File: src/logic/rpm_pkg.sv
// Constants and types of the power-mode and reset sequencer
package rpm_pkg;
  // System clock rate in kHz
  localparam int unsigned CLK_KHZ = 50000;
  // Wake-up initialisation time, microseconds
  localparam int unsigned WAKEUP_INIT_US = 200;
  // Undervoltage reset delay ceiling, microseconds
  localparam int unsigned UV_RESET_MAX_US = 1;
  // Wake-up time in cycles (longest time, rounded down)
  localparam int unsigned WAKEUP_CYCLES = (WAKEUP_INIT_US * CLK_KHZ) / 1000;
  // Undervoltage delay budget in cycles (rounded down)
  localparam int unsigned UV_CYCLES = (UV_RESET_MAX_US * CLK_KHZ) / 1000;
  // Counter width for the wake-up interval
  localparam int unsigned WU_W = 14;
  // Number of output channels
  localparam int unsigned NUM_CH = 8;
  // Default channel enables after any reset
  localparam logic [7:0] CH_DEFAULT = 8'h00;
  // Counter constants
  localparam logic [WU_W-1:0] WU_ZERO = 14'h0000;
  localparam logic [WU_W-1:0] WU_ONE = 14'h0001;
  // Power states
  typedef enum logic [1:0] {RPM_SLEEP, RPM_WAKING, RPM_ON} rpm_state_t;
endpackage : rpm_pkg

File: src/logic/rpm_power_reset.sv
// Power-mode and reset sequencer for an SPI relay driver
`timescale 1ns/1ps
module rpm_power_reset
  import rpm_pkg::*;
(
  input wire logic clk_sys,
  input wire logic nrst,
  input wire logic bb_uv_ok,
  input wire logic dd_uv_ok,
  input wire logic frame_valid,
  input wire logic wake_cmd,
  input wire logic standby_command_bit,
  input wire logic reset_cmd,
  input wire logic error_clear,
  input wire logic [rpm_pkg::NUM_CH-1:0] ch_cmd,
  output logic [rpm_pkg::NUM_CH-1:0] ch_on,
  output logic frame_accept,
  output logic shift_enable,
  output logic bank_clear,
  output logic diag_clear,
  output logic uv_reset,
  output logic transmission_error_flag,
  output logic [1:0] power_state,
  output logic awake
);
  import rpm_pkg::*;

  // Synchronised supply monitors
  logic [1:0] sup_s;
  // Decoded supply status
  logic bb_ok;
  logic dd_ok;
  // Power state register and next value
  rpm_state_t state_r;
  rpm_state_t state_nxt;
  // Wake-up interval counter
  logic [WU_W-1:0] wu_cnt_r;
  logic [WU_W-1:0] wu_cnt_nxt;
  // Undervoltage reset held as a register
  logic uv_r;
  // Error flag register
  logic ter_r;
  // Channel register
  logic [NUM_CH-1:0] ch_r;
  // Any reset source this cycle
  logic any_reset;
  // Accepted frame, outside the wake-up window
  logic frame_ok;

  // Supplies are asynchronous levels; sync before use, reset value reads as bad
  rpm_sync2 #(
    .W(2),
    .RST_VAL(2'h0)
  ) u_sync (
    .clk_sys(clk_sys),
    .nrst(nrst),
    .d({bb_uv_ok, dd_uv_ok}),
    .q(sup_s)
  );

  assign bb_ok = sup_s[1];
  assign dd_ok = sup_s[0];

  // Undervoltage held while either supply is low; 3 cycles latency fits 1 us
  always_ff @(posedge clk_sys or negedge nrst) begin
    if (!nrst) begin
      uv_r <= 1'b1;
    end else begin
      uv_r <= !(bb_ok && dd_ok);
    end
  end

  // A frame only counts when the shift path is alive and not waking
  assign frame_ok = frame_valid && dd_ok && (state_r != RPM_WAKING);

  // Reset sources gathered in one term
  assign any_reset = uv_r || (frame_ok && reset_cmd);

  // Next power state
  always_comb begin
    state_nxt = state_r;
    wu_cnt_nxt = wu_cnt_r;
    case (state_r)
      RPM_SLEEP: begin
        // Standby while asleep is ignored
        if (frame_ok && wake_cmd) begin
          state_nxt = RPM_WAKING;
          wu_cnt_nxt = WU_W'(WAKEUP_CYCLES);
        end
      end
      RPM_WAKING: begin
        // Frames are dropped until initialisation ends
        if (wu_cnt_r == WU_ONE) begin
          state_nxt = RPM_ON;
          wu_cnt_nxt = WU_ZERO;
        end else begin
          wu_cnt_nxt = wu_cnt_r - WU_ONE;
        end
      end
      RPM_ON: begin
        // Wake while on is ignored
        if (frame_ok && standby_command_bit) begin
          state_nxt = RPM_SLEEP;
        end
      end
      default: begin
        state_nxt = RPM_SLEEP;
        wu_cnt_nxt = WU_ZERO;
      end
    endcase
    // Every reset lands in sleep
    if (any_reset) begin
      state_nxt = RPM_SLEEP;
      wu_cnt_nxt = WU_ZERO;
    end
  end

  // Power state register
  always_ff @(posedge clk_sys or negedge nrst) begin
    if (!nrst) begin
      state_r <= RPM_SLEEP;
      wu_cnt_r <= WU_ZERO;
    end else begin
      state_r <= state_nxt;
      wu_cnt_r <= wu_cnt_nxt;
    end
  end

  // Error flag: reset sets it, host clear loses to a concurrent set
  always_ff @(posedge clk_sys or negedge nrst) begin
    if (!nrst) begin
      ter_r <= 1'b1;
    end else if (any_reset) begin
      ter_r <= 1'b1;
    end else if (frame_ok && error_clear) begin
      ter_r <= 1'b0;
    end
  end

  // Channels: only driven while operating, cleared by reset or sleep
  always_ff @(posedge clk_sys or negedge nrst) begin
    if (!nrst) begin
      ch_r <= CH_DEFAULT;
    end else if (any_reset || state_nxt != RPM_ON) begin
      ch_r <= CH_DEFAULT;
    end else if (frame_ok) begin
      ch_r <= ch_cmd;
    end
  end

  // Bank clear pulses on reset or on entry to sleep; diag clear on reset
  always_ff @(posedge clk_sys or negedge nrst) begin
    if (!nrst) begin
      bank_clear <= 1'b1;
      diag_clear <= 1'b1;
    end else begin
      bank_clear <= any_reset || (state_r != RPM_SLEEP && state_nxt == RPM_SLEEP);
      diag_clear <= any_reset;
    end
  end

  // Outputs
  assign ch_on = ch_r;
  assign frame_accept = frame_ok;
  assign shift_enable = dd_ok;
  assign uv_reset = uv_r;
  assign transmission_error_flag = ter_r;
  assign power_state = state_r;
  assign awake = (state_r == RPM_ON);

  // Helper: cycles spent in the waking state
  logic [WU_W-1:0] wake_age_r;
  always_ff @(posedge clk_sys or negedge nrst) begin
    if (!nrst) begin
      wake_age_r <= WU_ZERO;
    end else if (state_r == RPM_WAKING) begin
      wake_age_r <= wake_age_r + WU_ONE;
    end else begin
      wake_age_r <= WU_ZERO;
    end
  end

  // Power-up and reset leave the device asleep
  property p_reset_sleep;
    @(posedge clk_sys) disable iff (!nrst)
      any_reset |=> (state_r == RPM_SLEEP);
  endproperty
  a_reset_sleep: assert property (p_reset_sleep) else $error("state not sleep after reset");

  // Reset sets error flag next cycle
  property p_reset_ter;
    @(posedge clk_sys) disable iff (!nrst)
      any_reset |=> ter_r;
  endproperty
  a_reset_ter: assert property (p_reset_ter) else $error("error flag not set after reset");

  // Wake in sleep goes to waking
  property p_wake;
    @(posedge clk_sys) disable iff (!nrst)
      (state_r == RPM_SLEEP && frame_ok && wake_cmd && !any_reset) |=> (state_r == RPM_WAKING);
  endproperty
  a_wake: assert property (p_wake) else $error("wake command ignored");

  // Standby in operation returns to sleep
  property p_standby;
    @(posedge clk_sys) disable iff (!nrst)
      (state_r == RPM_ON && frame_ok && standby_command_bit) |=> (state_r == RPM_SLEEP);
  endproperty
  a_standby: assert property (p_standby) else $error("standby command ignored");

  // Waking never outlasts the wake-up time
  property p_wake_len;
    @(posedge clk_sys) disable iff (!nrst)
      (state_r == RPM_WAKING) |-> (wake_age_r < WU_W'(WAKEUP_CYCLES));
  endproperty
  a_wake_len: assert property (p_wake_len) else $error("wake-up interval too long");

  // Frames during wake-up cannot cut the interval short
  property p_no_frame_waking;
    @(posedge clk_sys) disable iff (!nrst)
      (state_r == RPM_WAKING && wu_cnt_r != WU_ONE && !any_reset) |=> (state_r == RPM_WAKING);
  endproperty
  a_no_frame_waking: assert property (p_no_frame_waking) else $error("frame accepted during wake-up");

  // Either supply pin low shows as undervoltage three cycles later, well inside 1 us
  property p_uv_fast;
    @(posedge clk_sys) disable iff (!nrst)
      (!bb_uv_ok || !dd_uv_ok) |-> ##3 uv_r;
  endproperty
  a_uv_fast: assert property (p_uv_fast) else $error("undervoltage reset late");

  // Release only with both supplies good
  property p_uv_release;
    @(posedge clk_sys) disable iff (!nrst)
      $fell(uv_r) |-> $past(bb_ok) && $past(dd_ok);
  endproperty
  a_uv_release: assert property (p_uv_release) else $error("undervoltage released early");

  // Channels off whenever not operating
  property p_ch_off;
    @(posedge clk_sys) disable iff (!nrst)
      (state_r != RPM_ON) |-> (ch_r == CH_DEFAULT);
  endproperty
  a_ch_off: assert property (p_ch_off) else $error("channel on outside operation");

  // Reset command clears diagnosis
  property p_rst_cmd;
    @(posedge clk_sys) disable iff (!nrst)
      (frame_ok && reset_cmd) |=> (diag_clear && bank_clear);
  endproperty
  a_rst_cmd: assert property (p_rst_cmd) else $error("reset command did not clear");

  // Main scenarios
  c_wake_done: cover property (@(posedge clk_sys) disable iff (!nrst) $rose(awake));
  c_standby: cover property (@(posedge clk_sys) disable iff (!nrst) $fell(awake) && !uv_r);
  c_uv: cover property (@(posedge clk_sys) disable iff (!nrst) $rose(uv_r));
  c_rst_cmd: cover property (@(posedge clk_sys) disable iff (!nrst) frame_ok && reset_cmd && !uv_r);
endmodule : rpm_power_reset

File: src/logic/rpm_sync2.sv
// Two-flop synchroniser for asynchronous level inputs
`timescale 1ns/1ps
module rpm_sync2 #(
  parameter int unsigned W = 1,
  parameter logic [W-1:0] RST_VAL = '0
) (
  input wire logic clk_sys,
  input wire logic nrst,
  input wire logic [W-1:0] d,
  output logic [W-1:0] q
);
  // First stage, read only by second stage
  logic [W-1:0] meta_r;

  // Plain two-stage chain; reset value guards startup
  always_ff @(posedge clk_sys or negedge nrst) begin
    if (!nrst) begin
      meta_r <= RST_VAL;
      q <= RST_VAL;
    end else begin
      meta_r <= d;
      q <= meta_r;
    end
  end
endmodule : rpm_sync2

File: config.mk
export PLATFORM = sky130hd
export DESIGN_NAME = rpm_power_reset
export DESIGN_NICKNAME = d
export VERILOG_FILES = /design/src/logic/rpm_pkg.sv /design/src/logic/rpm_power_reset.sv /design/src/logic/rpm_sync2.sv
export SDC_FILE = /design/constraint.sdc
export NUM_CORES = 1
export LEC_CHECK = 0
export ABC_CLOCK_PERIOD_IN_PS = 1600
export BUFFER_PORTS_ARGS = -buffer_cell sky130_fd_sc_hd__buf_4
export CAP_MARGIN = 20
export CORE_UTILIZATION = 48
export DETAILED_ROUTE_END_ITERATION = 7
export GPL_ROUTABILITY_DRIVEN = 0
export PLACE_DENSITY = 0.75
export SLEW_MARGIN = 5
export SYNTH_ARGS = -nofsm -noshare
export SYNTH_HDL_FRONTEND = slang
export SYNTH_SLANG_ARGS = --single-unit
File: constraint.sdc
create_clock -name clk_sys -period 1.6 [get_ports clk_sys]
set_input_delay 0.24 -clock clk_sys [delete_from_list [all_inputs] [get_ports clk_sys]]
set_output_delay 0.24 -clock clk_sys [all_outputs]
set_load 0.02 [all_outputs]
==> flow_metrics.tcl <==
set metrics [dict create \
    rows 20 \
    globalRoute.totalOverflow 0 \
    synth_cells 161 \
    drt_iter0_markers 92 \
    synth_ff_type "dfrtp_1" \
    grt_max_degree 33 \
    yosys_warnings 0 \
    ys_ff_latch 32 \
    rsz0062_at_grt "true" \
    crit_start "wu_cnt_r[5]" \
    postSynthAreaPerCell_um2 9.61 \
    hold_class "primary input to flop" \
    synth_enable_flop_cells 0 \
    synthArstFlopShare 1.00 \
    htreeDepth 2 \
    yosysSeqAreaShare 0.521 \
    slew_viol_final 0 \
    finalWorstSetupSlack_ns -0.0968 \
    grt.total_usage 0.265 \
    total_power_uw 1860 \
    rr_startpoint "wu_cnt_r[5]" \
    cp-endpoint "wu_cnt_r[8]" \
    p_leak_uw 0.00107 \
    yosysUniqueCellTypes 43 \
    antenna_found_initial 0 \
    worstMarginPinSlew_ns 0.426 \
    vdd_drop_max_uv 533 \
    crit_path_end_kind "flop" \
    drc 0 \
    ios 34 \
    io_buffers 33 \
    power_density_nw_per_um2 821 \
    dp_hpwl_mm 2.80 \
    viasPerCell 5.68 \
    post-route-util 0.743 \
    area_growth_pct 46.5 \
    timing.rr.end "wu_cnt_r[8]" \
    rr_worst_depth 7 \
    period_minus_slack_ns 1.70 \
    finalSetupViolations 16 \
    cts_root_buffer "clkbuf_4" \
    skew_ns 0.00405 \
    worst-endpoint-arrival_ns 1.92 \
    fin_setup_tns_ns -0.927 \
    cp_max_fo 4 \
    syn_area_um2 1550 \
    wl_mm 4.40 \
    core_area_um2 3050 \
    clk_pin_slew_ns 0.11 \
    fillers 220 \
    crit_required_ns 1.82 \
    cts.sinks 32 \
    place_ws_ns -0.138 \
    drive_gt1_frac 0.491 \
    violations "setup timing" \
    fp.dieH_um 58.8 \
    r2r_slack_ns -0.1 \
    max_freq_mhz 589 \
    hold_ws_ns 0.107 \
    nNetsFinal 246 \
    final-hold-violation-count 0 \
    initial_core_util 0.507 \
    ant_nets 0 \
    grt_pass1_vias 1466 \
    cts_tree "yes" \
    syn-num-nets 180 \
    maxCapViolations 0 \
    post_drt_wl_per_cell_um 16.2 \
    die_w_um 58.8 \
    clk_latency_ns 0.34 \
    cp-start-kind "flop" \
    num_antenna_cells 0 \
    die-area_um2 3460 \
    grt_pass1_wl_mm 6.67 \
    cts_buffer_depth 2 \
    num_vias 1544 \
    path_class "flop to flop" \
    relSlewSlack 0.716 \
    firstDrtPassIters 4 \
    timing.final.crit_share 1.06 \
    outcome "finished with violations" \
    cts_inserted_buffers 5 \
]
## repair_timing
action / CTS / global route
cloned: 1 / 1
endpoints found under the setup margin: 20 / 23
endpoints found under the hold margin: 30 / 0
gates resized for setup: 15 / 20
pin swaps: 9 / 10
hold buffers: 3 / 0
setup buffers: 3 / 1
## cells by family (layout without fill, tap and decap cells)
family | Yosys count | in the layout | synth area share
flops | 32 | 32 | 0.521
mux | 1 | 1 | 0.00728
xor+xnor | 2 | 2 | 0.0113
fa+ha+maj | 2 | 2 | 0.0162
simple gates | 70 | 71 | 0.241
buf+inv | 14 | 79 | 0.0396
compound gates | 40 | 41 | 0.164
## how the worst min path moves through the flow
stage / from / end / depth (start not counted)
after floorplan: nrst / ch_on[0] / 0
after global placement: nrst / wu_cnt_r[2] / 1
after detailed placement: nrst / wu_cnt_r[7] / 1
after CTS: error_clear / transmission_error_flag / 4
after global routing: error_clear / transmission_error_flag / 4
final: error_clear / transmission_error_flag / 4
## layer usage
metal	part of all wire	track usage	vias to the layer above
met5	0	0	-
met4	0.022	0.143	0
met3	0.045	0.0571	12
met2	0.50	0.417	57
met1	0.43	0.340	770
li1	-	-	705
## layout by cell type (no fill, tap or decap), types with 4 or more instances in the layout
master	synthesis	final
o22ai_1	4	4
buf_4	0	57
nor2_1	10	10
nand2_1	28	28
a31oi_1	6	6
dfrtp_1	28	27
a21oi_1	14	4
clkbuf_4	0	5
inv_1	8	6
dfstp_2	4	4
a21oi_2	1	11
## worst max-delay path, cell delays in order, from the launching register on
cell and delay (ns):
dfrtp_1 0.43, nor4_4 0.32, buf_4 0.19, buf_6 0.10, nor2b_4 0.14, a31oi_1 0.09
o211ai_1 0.21, o21ai_1 0.10
## state kept, by name (all words and copies together), names as in the netlist
| signal | cells |
|---|---|
| power_state | 2 |
| diag_clear | 1 |
| u_sync.meta_r | 2 |
| bank_clear | 1 |
| wu_cnt_r | 14 |
| uv_reset | 1 |
| u_sync.q | 2 |
| ch_on | 8 |
| transmission_error_flag | 1 |
## Yosys cell counts (all sizes together), types with 2 or more instances
library cell	count	area [um2]
clkbuf	3	11.3
a21oi	15	78.8
nor3	5	25.0
nand4b	2	17.5
nor2b	4	25.0
a21o	2	15.0
dfstp	4	105
inv	9	33.8
ha	2	25.0
or3	3	18.8
nand2	28	105
a31oi	6	37.5
dfrtp	28	701
o22ai	4	25.0
o211ai	2	15.0
buf	2	16.3
o21ai	6	41.3
nor4	5	46.3
nand3	3	15.0
nor2	12	60.1
## cell type report
cell class / instances / area [um2] / area share
multi-input combinational: 117 / 827 / 0.365
clock buffer: 5 / 37.5 / 0.0166
timing repair buffer: 62 / 480 / 0.212
tap: 44 / 55.1 / 0.0243
sequential: 32 / 807 / 0.356
clock inverter: 3 / 23.8 / 0.0105
inverter: 9 / 36.3 / 0.0160
## stage by stage
step           instances  instance area, um2
6_report             272                2270
3_3_place_gp         256                2000
3_5_place_dp         256                2000
2_1_floorplan        161                1560
5_1_grt              272                2270
4_1_cts              270                2160
## where the power goes
part / internal [uW] / switching [uW]
sequential: 840 / 25.8
clock: 173 / 307
combinational: 252 / 265
total: 1260 / 598
(Power assumes the default switching activity.)
